===== config.mk =====
export PLATFORM = sky130hd
export DESIGN_NAME = tcc_channel_ctrl
export DESIGN_NICKNAME = d
export VERILOG_FILES = /design/src/tcc_pkg.sv /design/src/tcc_nv_if.sv /design/src/tcc_channel_ctrl.sv /design/src/tcc_nv_store.sv /design/src/tcc_pin_filter.sv
export SDC_FILE = /design/constraint.sdc
export NUM_CORES = 1
export LEC_CHECK = 0
export BUFFER_PORTS_ARGS = -buffer_cell sky130_fd_sc_hd__buf_4
export CAP_MARGIN = 20
export CORE_AREA = 2 2 281 283
export DETAILED_ROUTE_END_ITERATION = 8
export DIE_AREA = 0 0 283 285
export SETUP_SLACK_MARGIN = 0.4
export SLEW_MARGIN = 10
export SYNTH_ARGS = -nofsm -noshare
export SYNTH_HDL_FRONTEND = slang
export SYNTH_SLANG_ARGS = --single-unit

===== constraint.sdc =====
create_clock -name clk -period 3.1 [get_ports clk]
set_input_delay 0.31 -clock clk [delete_from_list [all_inputs] [get_ports clk]]
set_output_delay 0.31 -clock clk [all_outputs]
set_load 0.02 [all_outputs]

===== src/tcc_pkg.sv =====
// shared constants and types for the telco channel control block
package tcc_pkg;
   // clock and timing, times in ms
   localparam int CLK_KHZ = 32'h0001_86A0;
   localparam int DB_MS = 32'h0000_000A;
   localparam int HOLD_MS = 32'h0000_00C8;
   localparam int BLANK_MS = 32'h0000_01F4;
   localparam int FLASH_MS = 32'h0000_03E8;
   localparam int BLINK_MS = 32'h0000_0032;
   localparam int DB_CYC = DB_MS * CLK_KHZ;
   localparam int HOLD_CYC = HOLD_MS * CLK_KHZ;
   localparam int BLANK_CYC = BLANK_MS * CLK_KHZ;
   localparam int FLASH_CYC = FLASH_MS * CLK_KHZ;
   localparam int BLINK_CYC = BLINK_MS * CLK_KHZ;
   localparam logic [2:0] ENTRY_PRESSES = 3'h5;
   // register map
   localparam int PADDR_W = 12;
   localparam logic [11:0] ADDR_CFG = 12'h000;
   localparam logic [11:0] ADDR_STAT = 12'h004;
   localparam logic [3:0] CFG_RST = 4'h0;
   localparam int CFG_MOM_BIT = 0;
   localparam int CFG_AH_BIT = 1;
   localparam int CFG_ACT_LSB = 2;
   localparam int STAT_LISTEN_BIT = 0;
   localparam int STAT_HOLD_BIT = 1;
   localparam int STAT_SETUP_BIT = 2;
   localparam int STAT_GP_BIT = 3;
   localparam int STAT_MISM_BIT = 4;
   // pin vector positions
   localparam int PIN_PGM = 0;
   localparam int PIN_AUD = 1;
   localparam int PIN_LIST = 2;
   localparam int PIN_ON = 3;
   localparam int PIN_LHOLD = 4;
   localparam int PIN_CHON = 5;
   localparam int PIN_FADER = 6;
   localparam int PIN_GP = 7;
   localparam int PIN_LK_HOLD = 8;
   localparam int PIN_LK_MUTE = 9;
   localparam int PIN_LK_START = 10;
   localparam int PIN_LK_CANCEL = 11;
   localparam int PIN_BUS_A = 12;
   localparam int PIN_BUS_B = 13;
   localparam int NPIN = 14;
   typedef enum logic [2:0] {ST_NORMAL, ST_BLANK, ST_FUNC, ST_FLASH,
      ST_ACTION} tcc_state_t;
   typedef enum logic [1:0] {ACT_NONE, ACT_TALK, ACT_FADER, ACT_IND}
      tcc_action_t;
endpackage


===== src/tcc_nv_if.sv =====
// carrier between the control logic and the setup store
`timescale 1ns/10ps
interface tcc_nv_if;
   logic wrEn;
   logic [3:0] wrData;
   logic [3:0] rdData;
   modport client (output wrEn, output wrData, input rdData);
   modport store (input wrEn, input wrData, output rdData);
endinterface


===== src/tcc_channel_ctrl.sv =====
// telco channel control: hold remote, talkback, listen, remote input setup
`timescale 1ns/10ps
module tcc_channel_ctrl
#(
   parameter int DB_CYC = tcc_pkg::DB_CYC,
   parameter int HOLD_CYC = tcc_pkg::HOLD_CYC,
   parameter int BLANK_CYC = tcc_pkg::BLANK_CYC,
   parameter int FLASH_CYC = tcc_pkg::FLASH_CYC,
   parameter int BLINK_CYC = tcc_pkg::BLINK_CYC
)
(
   // clock and reset
   input wire logic clk,
   input wire logic reset_n,
   // apb slave
   input wire logic psel,
   input wire logic penable,
   input wire logic pwrite,
   input wire logic [tcc_pkg::PADDR_W-1:0] paddr,
   input wire logic [31:0] pwdata,
   output logic [31:0] prdata,
   output logic pready,
   output logic pslverr,
   // panel and channel state
   input wire logic programButton,
   input wire logic auditionButton,
   input wire logic listenButton,
   input wire logic onButton,
   input wire logic lineHoldButton,
   input wire logic channelOn,
   input wire logic faderUp,
   input wire logic gpInput,
   // option links, high when fitted or in second position
   input wire logic holdStyleLink,
   input wire logic returnMuteLink,
   input wire logic startStyleLink,
   input wire logic listenCancelLink,
   input wire logic returnBusSelectA,
   input wire logic returnBusSelectB,
   // remotes and routing
   output logic hybridHold,
   output logic startOut,
   output logic returnMute,
   output logic talkbackMix,
   output logic returnBus1,
   output logic returnBus2,
   output logic busLinkMismatch,
   output logic listenSelect,
   output logic faderForceOpen,
   output logic hybridIndicator,
   // lamps
   output logic lampOn,
   output logic lampListen,
   output logic lampAud,
   output logic lampPgm
);
   ////////////////////////////////////////////////////////////////////////
   logic [tcc_pkg::NPIN-1:0] rawPins;
   logic [tcc_pkg::NPIN-1:0] pins;
   logic [tcc_pkg::NPIN-1:0] press;
   logic [tcc_pkg::NPIN-1:0] pinsDly_ff;
   logic [3:0] cfg;
   logic cfgMom;
   logic cfgAh;
   tcc_pkg::tcc_action_t cfgAct;
   logic nvWr;
   logic [3:0] nvData;
   logic apbWrCfg;
   tcc_nv_if nvBus();

   assign rawPins = {returnBusSelectB, returnBusSelectA, listenCancelLink,
      startStyleLink, returnMuteLink, holdStyleLink, gpInput, faderUp,
      channelOn, lineHoldButton, onButton, listenButton, auditionButton,
      programButton};

   tcc_pin_filter #(.W(tcc_pkg::NPIN), .DB_CYC(DB_CYC)) u_filter
   (
      .clk(clk),
      .reset_n(reset_n),
      .pinRaw(rawPins),
      .pinLevel(pins)
   );

   tcc_nv_store u_store
   (
      .clk(clk),
      .reset_n(reset_n),
      .port(nvBus.store)
   );

   assign nvBus.wrEn = nvWr;
   assign nvBus.wrData = nvData;
   assign cfg = nvBus.rdData;
   assign cfgMom = cfg[tcc_pkg::CFG_MOM_BIT];
   assign cfgAh = cfg[tcc_pkg::CFG_AH_BIT];
   assign cfgAct = tcc_pkg::tcc_action_t'(cfg[tcc_pkg::CFG_ACT_LSB +: 2]);
   // one event per debounced press
   assign press = pins & ~pinsDly_ff;

   ////////////////////////////////////////////////////////////////////////
   // setup sequence
   tcc_pkg::tcc_state_t state_ff;
   tcc_pkg::tcc_state_t nxt_state;
   logic [2:0] audCnt_ff;
   logic [2:0] nxt_audCnt;
   logic [1:0] sel_ff;
   logic [1:0] nxt_sel;
   logic [31:0] tmr_ff;
   logic [31:0] nxt_tmr;
   logic [31:0] sub_ff;
   logic [31:0] nxt_sub;
   logic blink_ff;
   logic nxt_blink;
   logic pgmHeld;

   assign pgmHeld = pins[tcc_pkg::PIN_PGM];

   always_comb
   begin
      nxt_state = state_ff;
      nxt_audCnt = audCnt_ff;
      nxt_sel = sel_ff;
      nxt_tmr = tmr_ff;
      nxt_sub = sub_ff;
      nxt_blink = blink_ff;
      nvWr = 1'b0;
      nvData = cfg;
      unique case (state_ff)
         tcc_pkg::ST_NORMAL:
         begin
            if (!pgmHeld)
               nxt_audCnt = 3'h0;
            else if (press[tcc_pkg::PIN_AUD])
            begin
               if (audCnt_ff == tcc_pkg::ENTRY_PRESSES - 3'h1)
               begin
                  nxt_state = tcc_pkg::ST_BLANK;
                  nxt_audCnt = 3'h0;
                  nxt_tmr = 32'h0000_0000;
               end
               else
                  nxt_audCnt = audCnt_ff + 3'h1;
            end
            if (apbWrCfg)
            begin
               nvWr = 1'b1;
               nvData = pwdata[3:0];
            end
         end
         tcc_pkg::ST_BLANK:
         begin
            if (tmr_ff >= 32'(BLANK_CYC - 1))
            begin
               nxt_state = tcc_pkg::ST_FUNC;
               nxt_sel = cfg[1:0];
            end
            else
               nxt_tmr = tmr_ff + 32'h0000_0001;
         end
         tcc_pkg::ST_FUNC:
         begin
            if (press[tcc_pkg::PIN_ON])
            begin
               nvWr = 1'b1;
               nvData = {cfg[3:2], sel_ff};
               nxt_state = tcc_pkg::ST_FLASH;
               nxt_tmr = 32'h0000_0000;
               nxt_sub = 32'h0000_0000;
               nxt_blink = 1'b1;
            end
            else if (press[tcc_pkg::PIN_PGM])
               nxt_sel = sel_ff + 2'h1;
         end
         tcc_pkg::ST_FLASH:
         begin
            if (sub_ff >= 32'(BLINK_CYC - 1))
            begin
               nxt_sub = 32'h0000_0000;
               nxt_blink = !blink_ff;
            end
            else
               nxt_sub = sub_ff + 32'h0000_0001;
            if (tmr_ff >= 32'(FLASH_CYC - 1))
            begin
               nxt_state = tcc_pkg::ST_ACTION;
               nxt_sel = cfg[3:2];
            end
            else
               nxt_tmr = tmr_ff + 32'h0000_0001;
         end
         tcc_pkg::ST_ACTION:
         begin
            if (press[tcc_pkg::PIN_ON])
            begin
               nvWr = 1'b1;
               nvData = {sel_ff, cfg[1:0]};
               nxt_state = tcc_pkg::ST_NORMAL;
            end
            else if (press[tcc_pkg::PIN_PGM])
               nxt_sel = sel_ff + 2'h1;
         end
         default:
            nxt_state = tcc_pkg::ST_NORMAL;
      endcase
   end

   always_ff @(posedge clk or negedge reset_n)
   begin
      if (!reset_n)
      begin
         state_ff <= tcc_pkg::ST_NORMAL;
         audCnt_ff <= 3'h0;
         sel_ff <= 2'h0;
         tmr_ff <= 32'h0000_0000;
         sub_ff <= 32'h0000_0000;
         blink_ff <= 1'b0;
      end
      else
      begin
         state_ff <= nxt_state;
         audCnt_ff <= nxt_audCnt;
         sel_ff <= nxt_sel;
         tmr_ff <= nxt_tmr;
         sub_ff <= nxt_sub;
         blink_ff <= nxt_blink;
      end
   end

   ////////////////////////////////////////////////////////////////////////
   // channel state: listen, line hold, remote input, hold pulse
   logic listenSel_ff;
   logic nxt_listen;
   logic lineOn_ff;
   logic nxt_lineOn;
   logic gpDly_ff;
   logic gpToggle_ff;
   logic nxt_gpToggle;
   logic holdCondDly_ff;
   logic [31:0] holdCnt_ff;
   logic [31:0] nxt_holdCnt;
   logic normal;
   logic cancelCond;
   logic gpAsserted;
   logic gpActive;
   logic holdCond;
   logic holdRise;
   logic tbEn;

   assign normal = state_ff == tcc_pkg::ST_NORMAL;
   assign cancelCond = pins[tcc_pkg::PIN_LK_CANCEL]
      && pins[tcc_pkg::PIN_CHON] && pins[tcc_pkg::PIN_FADER];
   assign gpAsserted = pins[tcc_pkg::PIN_GP] == cfgAh;
   // momentary remote pulses toggle; a latching remote is followed as is
   assign gpActive = cfgMom ? gpToggle_ff : gpAsserted;
   assign holdCond = (pins[tcc_pkg::PIN_CHON] && pins[tcc_pkg::PIN_FADER])
      || listenSel_ff;
   assign holdRise = holdCond && !holdCondDly_ff;
   assign tbEn = listenSel_ff || (cfgAct == tcc_pkg::ACT_TALK && gpActive);

   always_comb
   begin
      nxt_listen = listenSel_ff;
      if (cancelCond)
         nxt_listen = 1'b0;
      else if (normal && press[tcc_pkg::PIN_LIST])
         nxt_listen = !listenSel_ff;
      nxt_lineOn = lineOn_ff ^ press[tcc_pkg::PIN_LHOLD];
      // edge taken on the pin itself: no false toggle after reset or on a
      // polarity change, and only a momentary remote toggles
      nxt_gpToggle = gpToggle_ff ^ (cfgMom && gpAsserted
         && pins[tcc_pkg::PIN_GP] != gpDly_ff);
      nxt_holdCnt = 32'h0000_0000;
      if (!pins[tcc_pkg::PIN_LK_HOLD])
      begin
         if (holdRise)
            nxt_holdCnt = 32'(HOLD_CYC - 1);
         else if (holdCnt_ff != 32'h0000_0000)
            nxt_holdCnt = holdCnt_ff - 32'h0000_0001;
      end
   end

   always_ff @(posedge clk or negedge reset_n)
   begin
      if (!reset_n)
      begin
         pinsDly_ff <= '0;
         listenSel_ff <= 1'b0;
         lineOn_ff <= 1'b0;
         gpDly_ff <= 1'b0;
         gpToggle_ff <= 1'b0;
         holdCondDly_ff <= 1'b0;
         holdCnt_ff <= 32'h0000_0000;
      end
      else
      begin
         pinsDly_ff <= pins;
         listenSel_ff <= nxt_listen;
         lineOn_ff <= nxt_lineOn;
         gpDly_ff <= pins[tcc_pkg::PIN_GP];
         gpToggle_ff <= nxt_gpToggle;
         holdCondDly_ff <= holdCond;
         holdCnt_ff <= nxt_holdCnt;
      end
   end

   ////////////////////////////////////////////////////////////////////////
   // registered outputs
   logic [13:0] out_ff;
   logic [13:0] nxt_out;
   logic holdNext;

   always_comb
   begin
      holdNext = pins[tcc_pkg::PIN_LK_HOLD] ? holdCond
         : (holdRise || holdCnt_ff != 32'h0000_0000);
      nxt_out[0] = holdNext;
      // continuous start follows the button; normal start follows line state
      nxt_out[1] = pins[tcc_pkg::PIN_LK_START] ? pins[tcc_pkg::PIN_LHOLD]
         : lineOn_ff;
      nxt_out[2] = pins[tcc_pkg::PIN_LK_MUTE] && tbEn;
      nxt_out[3] = !pins[tcc_pkg::PIN_LK_MUTE] && tbEn;
      // mismatched links select neither bus rather than both
      nxt_out[4] = !pins[tcc_pkg::PIN_BUS_A] && !pins[tcc_pkg::PIN_BUS_B];
      nxt_out[5] = pins[tcc_pkg::PIN_BUS_A] && pins[tcc_pkg::PIN_BUS_B];
      nxt_out[6] = pins[tcc_pkg::PIN_BUS_A]
         ^ pins[tcc_pkg::PIN_BUS_B];
      nxt_out[7] = listenSel_ff;
      nxt_out[8] = cfgAct == tcc_pkg::ACT_FADER && gpActive;
      nxt_out[9] = cfgAct == tcc_pkg::ACT_IND && gpActive;
      unique case (state_ff)
         tcc_pkg::ST_FUNC, tcc_pkg::ST_ACTION:
            nxt_out[13:10] = {1'b0, 1'b0, sel_ff[1], sel_ff[0]};
         tcc_pkg::ST_FLASH:
            nxt_out[13:10] = {blink_ff, 3'h0};
         tcc_pkg::ST_BLANK:
            nxt_out[13:10] = 4'h0;
         default:
            nxt_out[13:10] = {pins[tcc_pkg::PIN_PGM], pins[tcc_pkg::PIN_AUD],
               listenSel_ff, pins[tcc_pkg::PIN_CHON]};
      endcase
   end

   always_ff @(posedge clk or negedge reset_n)
   begin
      if (!reset_n)
         out_ff <= 14'h0000;
      else
         out_ff <= nxt_out;
   end

   assign hybridHold = out_ff[0];
   assign startOut = out_ff[1];
   assign returnMute = out_ff[2];
   assign talkbackMix = out_ff[3];
   assign returnBus1 = out_ff[4];
   assign returnBus2 = out_ff[5];
   assign busLinkMismatch = out_ff[6];
   assign listenSelect = out_ff[7];
   assign faderForceOpen = out_ff[8];
   assign hybridIndicator = out_ff[9];
   assign lampOn = out_ff[10];
   assign lampListen = out_ff[11];
   assign lampAud = out_ff[12];
   assign lampPgm = out_ff[13];

   ////////////////////////////////////////////////////////////////////////
   // apb slave, zero wait states
   logic [31:0] rdata_ff;
   logic [31:0] nxt_rdata;
   logic ready_ff;
   logic err_ff;
   logic setupPhase;
   logic hit;

   assign setupPhase = psel && !penable;
   assign hit = paddr == tcc_pkg::ADDR_CFG || paddr == tcc_pkg::ADDR_STAT;
   // software may rewrite the setup only outside the panel sequence
   assign apbWrCfg = psel && penable && ready_ff && pwrite && !err_ff
      && paddr == tcc_pkg::ADDR_CFG;

   always_comb
   begin
      nxt_rdata = 32'h0000_0000;
      if (setupPhase && !pwrite && paddr == tcc_pkg::ADDR_CFG)
         nxt_rdata[3:0] = cfg;
      else if (setupPhase && !pwrite && paddr == tcc_pkg::ADDR_STAT)
      begin
         nxt_rdata[tcc_pkg::STAT_LISTEN_BIT] = listenSel_ff;
         nxt_rdata[tcc_pkg::STAT_HOLD_BIT] = out_ff[0];
         nxt_rdata[tcc_pkg::STAT_SETUP_BIT] = !normal;
         nxt_rdata[tcc_pkg::STAT_GP_BIT] = gpActive;
         nxt_rdata[tcc_pkg::STAT_MISM_BIT] = out_ff[6];
      end
   end

   always_ff @(posedge clk or negedge reset_n)
   begin
      if (!reset_n)
      begin
         rdata_ff <= 32'h0000_0000;
         ready_ff <= 1'b0;
         err_ff <= 1'b0;
      end
      else
      begin
         rdata_ff <= nxt_rdata;
         ready_ff <= setupPhase;
         err_ff <= setupPhase && !hit;
      end
   end

   assign prdata = rdata_ff;
   assign pready = ready_ff;
   assign pslverr = err_ff;
endmodule


===== src/tcc_nv_store.sv =====
// setup store for the remote input function and action
`timescale 1ns/10ps
module tcc_nv_store
(
   // clock and reset
   input wire logic clk,
   input wire logic reset_n,
   // access
   tcc_nv_if.store port
);
   logic [3:0] mem_ff;
   logic [3:0] rd_ff;
   logic [3:0] nxt_mem;
   // stands in for the non-volatile cell; a real part loads it at power-up
   always_comb
   begin
      nxt_mem = port.wrEn ? port.wrData : mem_ff;
   end
   always_ff @(posedge clk or negedge reset_n)
   begin
      if (!reset_n)
      begin
         mem_ff <= tcc_pkg::CFG_RST;
         rd_ff <= tcc_pkg::CFG_RST;
      end
      else
      begin
         mem_ff <= nxt_mem;
         rd_ff <= nxt_mem;
      end
   end
   assign port.rdData = rd_ff;
endmodule


===== src/tcc_pin_filter.sv =====
// three-flop synchroniser and debounce filter for every pin input
`timescale 1ns/10ps
module tcc_pin_filter
#(
   parameter int W = 14,
   parameter int DB_CYC = 1000
)
(
   // clock and reset
   input wire logic clk,
   input wire logic reset_n,
   // pins
   input wire logic [W-1:0] pinRaw,
   output logic [W-1:0] pinLevel
);
   for (genvar i = 0; i < W; i++)
   begin : g_bit
      logic [2:0] sync_ff;
      logic [31:0] cnt_ff;
      logic [31:0] nxt_cnt;
      logic lvl_ff;
      logic nxt_lvl;
      // a change must hold steady for the whole window before it counts
      always_comb
      begin
         nxt_cnt = 32'h0000_0000;
         nxt_lvl = lvl_ff;
         if (sync_ff[1] == sync_ff[2] && sync_ff[2] != lvl_ff)
         begin
            if (cnt_ff >= 32'(DB_CYC - 1))
               nxt_lvl = sync_ff[2];
            else
               nxt_cnt = cnt_ff + 32'h0000_0001;
         end
      end
      always_ff @(posedge clk or negedge reset_n)
      begin
         if (!reset_n)
         begin
            sync_ff <= 3'h0;
            cnt_ff <= 32'h0000_0000;
            lvl_ff <= 1'b0;
         end
         else
         begin
            sync_ff <= {sync_ff[1:0], pinRaw[i]};
            cnt_ff <= nxt_cnt;
            lvl_ff <= nxt_lvl;
         end
      end
      assign pinLevel[i] = lvl_ff;
   end
endmodule


=== Word-level counts from Yosys, hierarchy flattened ===
Index checks and enable logic that the tools add are counted.

* Flip-flop bits (word level): 644
* Output and inout port bits: 48
* Word-level logic and storage cells: 317

* Add/subtract/negate cells: 19
* Magnitude comparators: 17
* Equality and inequality tests: 53
* Muxes and demuxes: 75
* Bitwise gates (word level): 7
* Reductions and logical operators: 85

{| class="wikitable"
|+ Operator list
! kind !! count
|-
| 2-to-1 mux 32 bit || 38
|-
| adder 32 x 1 -> 32 bit (second input constant) || 16
|-
| >= comparator 32 x 20 -> 1 bit (second input constant) || 14
|-
| one-hot mux 32 bit (4 select lines) || 1
|-
| one-hot mux 32 bit (2 select lines) || 1
|-
| logical AND 1 bit || 38
|-
| >= comparator 32 x 23 -> 1 bit (second input constant) || 1
|-
| >= comparator 32 x 26 -> 1 bit (second input constant) || 1
|-
| >= comparator 32 x 27 -> 1 bit (second input constant) || 1
|-
| AND reduction 2 bit || 16
|-
| nonzero test 32 bit || 1
|-
| subtractor 32 x 1 -> 32 bit (second input constant) || 1
|-
| 2-to-1 mux 3 bit || 10
|-
| one-hot mux 4 bit (3 select lines) || 2
|-
| != test 2 bit (second input constant) || 11
|-
| == test 1 bit || 15
|-
| != test 1 bit || 15
|-
| one-hot mux 3 bit (5 select lines) || 1
|-
| AND reduction 5 bit || 3
|-
| AND reduction 7 bit || 2
|-
| == test 12 x 3 -> 1 bit (second input constant) || 1
|-
| logical NOT 12 bit || 1
|-
| 2-to-1 mux 4 bit || 3
|-
| logical NOT 1 bit || 11
|-
| other kinds (24) || 52
|}

=== Logic depth before layout (Yosys ltp) ===
Gate-level depths: netlist of the first run.

* Depth after elaboration: 8
* Depth in mapped cells: 11

=== Cells and area by module ===
Synthesis of the first run repeated with hierarchy kept, for this count alone.

* Cell total of the unflattened synthesis: 2687
* Area, all modules: 28547.4 um^2

{| class="wikitable"
|+ Modules (own cells, without submodules)
! module !! times used !! cells an instance !! area an instance (um^2) !! seq. area each (um^2)
|-
| tcc_pin_filter || 1 || 1897 || 21069.0 || 12612.1
|-
| tcc_channel_ctrl || 1 || 782 || 7333.3 || 3403.3
|-
| tcc_nv_store || 1 || 8 || 145.1 || 100.1
|}

=== Worst setup path after synthesis of the first run ===
OpenSTA, ideal clock, no wires.

* Kind: register to register
* Start point: register holdCnt_ff[0]
* End point: register holdCnt_ff[26]
* Arrival: 2.490 ns
* Slack: 0.491 ns
* Cell stages (with the launch flop): 11
* Path buffers: 2
* Cell sequence: dfrtp_1 > inv_1 > ha_1 > or3b_4 > or4_4 > buf_6 > or3_1 > buf_6 > nor4_4 > xnor2_1 > nor2_2

* Longest elaborated chain between the ends: 4

{| class="wikitable"
|+ RTL lines
! element !! line !! source
|-
| start: declaration || tcc_channel_ctrl.sv:239 || <nowiki>logic [31:0] holdCnt_ff;</nowiki>
|-
| start signal: assignment || tcc_channel_ctrl.sv:302 || <nowiki>holdCnt_ff <= nxt_holdCnt;</nowiki>
|-
| subtractor 32 x 1 -> 32 bit / nonzero test 32 bit (equally long branches) || tcc_channel_ctrl.sv:278, tcc_channel_ctrl.sv:277 ||
|-
| 2-to-1 mux 32 bit * || tcc_channel_ctrl.sv:277 || <nowiki>else if (holdCnt_ff != 32'h0000_0000)</nowiki>
|-
| 2-to-1 mux 32 bit * || tcc_channel_ctrl.sv:275 || <nowiki>if (holdRise)</nowiki>
|-
| 2-to-1 mux 32 bit * || tcc_channel_ctrl.sv:273 || <nowiki>if (!pins[tcc_pkg::PIN_LK_HOLD])</nowiki>
|-
| named net nxt_holdCnt[26] || tcc_channel_ctrl.sv:240 || <nowiki>logic [31:0] nxt_holdCnt;</nowiki>
|}

The timed path passes the listed nets; every way through them passes the cells marked *.
A chain may end at the register's enable or synchronous reset.

=== Worst setup path after layout of the first run ===
* Start point: register tmr_ff[11]
* End point: register tmr_ff[9]

* Longest elaborated chain between the ends: 3

{| class="wikitable"
|+ RTL lines
! element !! line !! source
|-
| start: declaration || tcc_channel_ctrl.sv:108 || <nowiki>logic [31:0] tmr_ff;</nowiki>
|-
| start signal: assignment || tcc_channel_ctrl.sv:223 || <nowiki>tmr_ff <= nxt_tmr;</nowiki>
|-
| >= comparator 32 x 27 -> 1 bit / >= comparator 32 x 26 -> 1 bit (equally long branches) || tcc_channel_ctrl.sv:183, tcc_channel_ctrl.sv:152 ||
|-
| != test 2 bit (no line) || - ||
|-
| AND reduction 7 bit (no line) * || - ||
|}

Every way passes the cells marked *; elsewhere a longest branch is shown, timed or not.

==> qor.csv, run 1 <==
stage,metric,value,unit
outcome,status,completed,
die,Core Area,77970,sq um
timing,min cycle time layout,2.598,ns
layout,Storage cell area,16120,sq um
clocking,CTS tree,built,
grt,Overflow after GRT,0,
detailed_routing,Vias,17990,
critical_path,critical-path maximum fanout,18,
layout,multi-input gate area in the final layout,11030,sq um
critical_path,Startpoint Class,flip-flop,
detailed_routing,first drt pass iteration count,7,
timing,post-route clock period utilization,83.80,%
die,# IOs,111,
critical_path,CP peak stage delay,0.55,ns
layout,Final Cell Area,32110,sq um
synth,"area leader, netlist",dfrtp_1,
detailed_routing,1st-iter DRT viols,891,
synth,"count leader, synth",dfrtp_1,
die,Rows,103,
critical_path,arrival time worst endpoint,3.08,ns
synth,cell count after synthesis,2535,
synth,Simple-Gate Fraction of Synth Area,20.88,%
layout,Layout area overhead,18.78,%
placed_design,Final HPWL DP,31.82,mm
synth,"EDFF count, synth",0,
hold_path,min-delay worst type,in -> reg,
synth,XOR/XNOR Fraction of Synth Area,9.135,%
clocking,CTS buffer count,68,
clocking,clk slew on worst S/H paths,0.06,ns
timing,fin. max-slew vios,0,
clocking,Root Buffer,clkbuf_16,
synth,Synth area leaders,"dfrtp_1 60%, nor2_1 5.9%, xnor2_1 5.0%",
layout,Fillers,7392,
grt,first-pass GRT wire length,85.24,mm
timing,Final Hold Viols,0,
placed_design,final RePlAce weighted congestion,0.7877,
critical_path,Crit path max-delay family,compound AO/OA/AOI/OAI gates,
grt,vias in the first global route,17670,
synth,combinational family with the most area after synthesis,simple AND/OR/NAND/NOR gates,
layout,Final #Nets,2914,
pwr,VDD IR-drop max,324.1,uV
timing,maximum clock frequency,384.9,MHz
grt,largest net degree at the start of global routing,88,
critical_path,Worst path slowest cell,or4_1,
synth,fraction of registers with async set/reset,100.0,%
timing,RSZ-0062 raised after global routing,no,
synth,Yosys cell types,69,
synth,area share of the largest cell type after synthesis,59.60,%
layout,Layout Utilization,41.19,%
critical_path,crit path capture type,flip-flop,
clocking,worst skew pair latency,0.60,ns
synth,sequential share of the synthesized area,59.60,%
synth,Post-Syn Area per Cell,10.67,sq um
grt,initial antenna violation count,2,
placed_design,Inst Count DP,3785,
detailed_routing,routed metal-1 wire length,23.66,mm
critical_path,CP Data Required Time,3.58,ns
detailed_routing,vias per inst,4.575,
detailed_routing,number of remaining DRC errors,0,
detailed_routing,final WL,48.55,mm
timing,worst rel slew slack,50.34,%
job,total of max-cap violations,0,
synth,synthesized cell area,27040,sq um
critical_path,critical path class,reg -> reg,
placed_design,Placement Cell Area,29430,sq um
clocking,Num Clock Sinks,644,
pwr,pwr dens,632.9,nW/um^2
layout,layout cells sized above 1,8.504,%
grt,gr usage total,12.38,%
timing,Least-Margin Pin Slew,0.7414,ns
critical_path,WP buf/inv,1,
detailed_routing,final antenna-violating net count,0,
synth,Yosys warnings,0,
synth,Synth Area in Compound Gates,6.303,%
pwr,Leak Pwr,13.76,nW
timing,# setup viols final,0,
detailed_routing,DR WL/cell,12.35,um
synth,Synth top cells by count,"644 x dfrtp_1, 428 x nor2_1, 178 x nand2_1",
clocking,H-tree depth,3,
detailed_routing,WL met3,1.864,mm
die,Chip Width,283,um
placed_design,port buffer count,55,
synth,"flops & latches, synth",644,
critical_path,crit-path cells,"or4_1, a311oi_1, o2111ai_1, nand3_2, buf_4, a21oi_1, a211o_1",
detailed_routing,top sig layer,met5,
critical_path,reg2reg setup slack,0.50,ns
detailed_routing,met2 routed WL,21.84,mm
synth,ys flop type,dfrtp_1,
synth,Post-Synth Adder-Cell Area,0.9718,%
synth,mux share of post-synthesis cell area,0.6016,%
timing,Fin Setup TNS,0,ns
die,total die area,80660,sq um
layout,"non-filler cells, final",3931,
layout,number of diodes,0,
clocking,deepest clock path buffer count,3,
die,die height,285,um
die,Initial Util,34.68,%
timing,clock skew,0.02224,ns
timing,hold_ws,0.02904,ns
## registers in the layout, indices dropped and copies added, names as in the netlist, 2 cells and up
signal	flops
u_filter.g_bit.cnt_ff	448
u_filter.g_bit.sync_ff	42
holdCnt_ff	32
sub_ff	32
tmr_ff	32
out_ff	14
u_filter.g_bit.lvl_ff	14
pinsDly_ff	5
prdata	5
u_store.mem_ff	4
audCnt_ff	3
state_ff	3
sel_ff	2
## area by class of cell
type,count,share of cell area (%)
Sequential cell,644,50.18
Multi-Input combinational cell,1940,34.34
Clock buffer,85,5.906
Tap cell,1050,4.091
Timing Repair Buffer,118,3.238
Clock inverter,36,1.566
Inverter,58,0.6779
## power breakdown
part	leakage, nW	switching (mW)	internal (mW)	total, mW
combinational	4.19	1.58	0.911	2.50
sequential	8.40	0.403	8.85	9.26
clock	1.17	3.37	5.21	8.57
total	13.8	5.35	15.0	20.3
## layer usage
layer | vias to the layer above | global-route usage, %
met5 | - | 0
met4 | 4 | 4.375
met3 | 81 | 2.224
met2 | 205 | 19.53
met1 | 8576 | 17.15
li1 | 9120 | -
## stage by stage
step / total power, mW / setup WS, ns
floorplan: 10.96 / 0.4910
global placement: 11.83 / 0.3808
detailed placement: 11.86 / 0.3355
CTS: 20.63 / 0.4244
global route: 21.35 / 0.3644
finish: 20.33 / 0.5022
## cell usage in the layout (no fill, tap or decap), types with 8 or more instances in the layout
| cell | instances |
|---|---|
| dfrtp_1 | 644 |
| nor2_1 | 428 |
| conb_1 | 195 |
| nand2_1 | 176 |
| xnor2_1 | 154 |
| nand3_1 | 153 |
| xor2_1 | 128 |
| buf_4 | 87 |
| and3_1 | 74 |
| o21ai_0 | 73 |
| clkbuf_16 | 69 |
| a21oi_1 | 67 |
| nand4_1 | 61 |
| inv_1 | 57 |
| nor4_1 | 56 |
| nor3_1 | 55 |
| and4_1 | 29 |
| a31oi_1 | 26 |
| or3_1 | 24 |
| dlygate4sd3_1 | 22 |
| ha_1 | 21 |
| or4_1 | 19 |
| nor2b_1 | 17 |
| mux2i_1 | 14 |
| clkinv_2 | 13 |
| nand2b_1 | 12 |
| o211ai_1 | 12 |
| a211o_1 | 11 |
| o21a_1 | 11 |
| clkbuf_8 | 11 |
| and2_1 | 10 |
| bufinv_16 | 10 |
| or2_2 | 9 |
| a22oi_1 | 8 |
## cells by family after synthesis
| logic type | Yosys count |
|---|---|
| AO/OA/AOI/OAI | 269 |
| XOR/XNOR | 282 |
| adder cells (fa/ha/maj) | 21 |
| buffers and inverters | 145 |
| flip-flops | 644 |
| multiplexers | 16 |
| other | 1 |
| AND/OR/NAND/NOR | 1157 |
## final timing paths
check / from / cells past startpoint / to
worst max-delay path: tmr_ff[11]$_DFFE_PN0P_ / 7 / tmr_ff[9]$_DFFE_PN0P_
worst min-delay path: paddr[2] / 3 / prdata[4]$_DFF_PN0_
worst max register to register: tmr_ff[11]$_DFFE_PN0P_ / 7 / tmr_ff[9]$_DFFE_PN0P_
worst min register to register: u_filter.g_bit[11].sync_ff[0]$_DFF_PN0_ / 0 / u_filter.g_bit[11].sync_ff[1]$_DFF_PN0_
max in group asynchronous: reset_n / 3 / u_filter.g_bit[4].cnt_ff[13]$_DFF_PN0_
min in group asynchronous: reset_n / 2 / u_filter.g_bit[2].cnt_ff[13]$_DFF_PN0_
## repair_timing
item | in CTS | in global routing
gates resized for setup | 4 | 11
hold buffers | 22 | 0
setup buffers | 0 | 3
setup endpoints to repair | 19 | 97
pin swaps | 0 | 2
endpoints found under the hold margin | 93 | 0
## worst reg2reg max path: stages, from the launching register on
cell and delay (ns):
dfrtp_1 0.45, or4_1 0.55, a311oi_1 0.36, o2111ai_1 0.32, nand3_2 0.19, buf_4 0.25
a21oi_1 0.10, a211o_1 0.27
No activity file was read; power rests on OpenSTA's default activity.
==> run 2: changes to the inputs <==
ABC_AREA = 1   (was not set)
CORE_AREA = 2 2 291 293   (was 2 2 281 283)
DIE_AREA = 0 0 293 295   (was 0 0 283 285)
clock period = 2.5 ns   (was 3.1 ns; I/O delays follow)
==> qor.csv, run 2 <==
stage,metric,value,unit
grt,initial antenna violation count,1,
layout,top flop regs,"u_filter.g_bit.cnt_ff (448), u_filter.g_bit.sync_ff (42)",
synth,"flops & latches, synth",644,
synth,sequential share of the synthesized area,55.86,%
timing,worst rel slew slack,46.37,%
timing,RSZ-0062 raised after global routing,yes,
timing,hold_ws,0.07752,ns
clocking,post-CTS setup buffer count,0,
clocking,H-tree depth,3,
clocking,deepest clock path buffer count,3,
detailed_routing,vias per inst,4.381,
clocking,CTS buffer count,72,
die,total die area,86440,sq um
clocking,CTS tree,built,
critical_path,CP Data Required Time,2.99,ns
synth,Post-Syn Area per Cell,8.653,sq um
critical_path,Worst path slowest cell,dfrtp_1,
pwr,total power,25.55,mW
detailed_routing,final WL,54.61,mm
hold_path,min-delay worst type,in -> reg,
layout,"non-filler cells, final",4780,
synth,Synth area leaders,"dfrtp_1 56%, nor2_1 9.4%, nand2_1 9.3%",
job,total of max-cap violations,0,
placed_design,port buffer count,55,
synth,"count leader, synth",nor2_1,
critical_path,critical-path maximum fanout,12,
clocking,worst skew pair latency,0.63,ns
timing,fin. max-slew vios,0,
synth,synthesized cell area,28850,sq um
placed_design,final RePlAce weighted congestion,0.8440,
placed_design,Placement Cell Area,31310,sq um
layout,Final #Nets,3726,
outcome,status,completed,
die,Initial Util,34.69,%
grt,vias in the first global route,20330,
critical_path,critical path class,reg -> reg,
timing,maximum clock frequency,516.6,MHz
timing,clock skew,0.04682,ns
timing,Final Hold Viols,0,
layout,layout cells sized above 1,7.732,%
grt,Overflow after GRT,0,
synth,area share of the largest cell type after synthesis,55.86,%
critical_path,Startpoint Class,flip-flop,
synth,"EDFF count, synth",0,
synth,Yosys cell types,40,
grt,largest net degree at the start of global routing,74,
die,# IOs,111,
grt,gr usage total,12.94,%
critical_path,arrival time worst endpoint,2.42,ns
timing,Fin Setup TNS,0,ns
layout,Layout area overhead,18.53,%
detailed_routing,number of remaining DRC errors,0,
synth,ys flop type,dfrtp_1,
die,die height,295,um
synth,Synth top cells by count,"724 x nor2_1, 713 x nand2_1, 644 x dfrtp_1",
pwr,VDD IR-drop max,572.5,uV
placed_design,Inst Count DP,4624,
pwr,Leak Pwr,15.04,nW
detailed_routing,final antenna-violating net count,0,
synth,Yosys warnings,0,
critical_path,Crit path max-delay family,simple AND/OR/NAND/NOR gates,
critical_path,"most used cell, CP",nand2_1,
pwr,pwr dens,747.3,nW/um^2
detailed_routing,first drt pass iteration count,5,
clocking,clk slew on worst S/H paths,0.06,ns
layout,max reg flops,448,
critical_path,crit path capture type,flip-flop,
detailed_routing,Vias,20940,
die,Rows,106,
critical_path,CP peak stage delay,0.39,ns
die,Core Area,83160,sq um
clocking,Root Buffer,clkbuf_16,
detailed_routing,DR WL/cell,11.42,um
timing,Least-Margin Pin Slew,0.7961,ns
grt,first-pass GRT wire length,94.94,mm
clocking,Num Clock Sinks,644,
die,Chip Width,293,um
synth,"area leader, netlist",dfrtp_1,
critical_path,WP buf/inv,0,
timing,# setup viols final,0,
critical_path,crit-path cells,"ha_1, nand2_1, nor2_1, nand3_1, nand2_1, nand2_1, nand2_1, nand2_1, nand3_4, o21ai_0",
synth,fraction of registers with async set/reset,100.0,%
layout,Final Cell Area,34200,sq um
timing,post-route clock period utilization,77.43,%
layout,"commonest non-fill, non-tap cells in the layout","719 x nor2_1, 713 x nand2_1, 644 x dfrtp_1, 317 x inv_1, 195 x conb_1",
layout,Biggest register,u_filter.g_bit.cnt_ff,
timing,min cycle time layout,1.936,ns
synth,cell count after synthesis,3334,
layout,"commonest non-fill, non-tap cell in the layout",nor2_1,
detailed_routing,1st-iter DRT viols,1241,
placed_design,Final HPWL DP,37.25,mm
-- run 2: worst reg2reg max path, delay by kind of cell, from the launching register on --
family          cells  cell delay, ns
fa+ha+maj           1            0.20
compound gates      1            0.12
simple gates        8            1.11
flops               1            0.39
-- run 2: repair_timing --
action / 4_1_cts / 5_1_grt
endpoints found under the setup margin: 20 / 76
gates resized for setup: 1 / 13
pin swaps: 0 / 1
cloned: 0 / 2
endpoints found under the hold margin: 78 / 0
hold buffers: 22 / 0
-- run 2: cell families (layout without fill, tap and decap cells) --
family                     count (synthesis)  after routing  share of synthesized area, %
and+or+nand+nor                         1851           1853                         27.04
DFF                                      644            644                         55.86
buffers and inverters                    405            574                         5.798
xor gates and xnor gates                 231            231                         7.013
AOI/OAI and AO/OA                        181            181                         3.365
adders and majority gates                 21             21                        0.9107
other                                      1            196                       0.01300
-- run 2: worst paths after layout --
kind / end / slack, ns / depth (start not counted) / start
max in group asynchronous: u_filter.g_bit[6].cnt_ff[18]$_DFF_PN0_ / 1.44 / 3 / reset_n
setup / recovery: sub_ff[17]$_DFFE_PN0P_ / 0.56 / 10 / sub_ff[0]$_DFFE_PN0P_
min in group asynchronous: holdCnt_ff[30]$_DFF_PN0_ / 0.22 / 2 / reset_n
setup reg to reg: sub_ff[17]$_DFFE_PN0P_ / 0.56 / 10 / sub_ff[0]$_DFFE_PN0P_
hold / removal: u_store.mem_ff[0]$_DFFE_PN0P_ / 0.08 / 5 / pwdata[0]
hold reg to reg: u_filter.g_bit[3].sync_ff[1]$_DFF_PN0_ / 0.35 / 0 / u_filter.g_bit[3].sync_ff[0]$_DFF_PN0_
-- run 2: per-stage QoR --
step | util [%] | setup slack (ns)
6_report | 41.12 | 0.5643
5_1_grt | 41.12 | 0.3779
4_1_cts | 41.02 | 0.4157
3_5_place_dp | 37.66 | 0.3339
3_3_place_gp | 37.66 | 0.3957
2_1_floorplan | - | 0.8211
-- run 2: metal layers --
layer | vias to the layer above | track usage (%) | part of all wire [%]
li1 | 10900 | - | -
met1 | 9675 | 17.71 | 49
met2 | 277 | 20.71 | 45
met3 | 91 | 2.150 | 3.7
met4 | 0 | 4.765 | 2.9
met5 | - | 0 | 0
-- run 2: power by group --
group | internal [mW] | switching [mW]
Sequential | 11.0 | 0.415
Combinational | 0.965 | 1.98
Clock | 6.72 | 4.44
-- run 2: final cells by class --
cell class	count	area, sq um
flip-flops and latches	644	16120
repair buffers	117	1054
multi-input cells	2481	11870
diodes	1	2.502
fillers	8155	48960
clock buffers	93	2052
well taps	1080	1351
inverters	326	1224
clock inverters	38	526.8
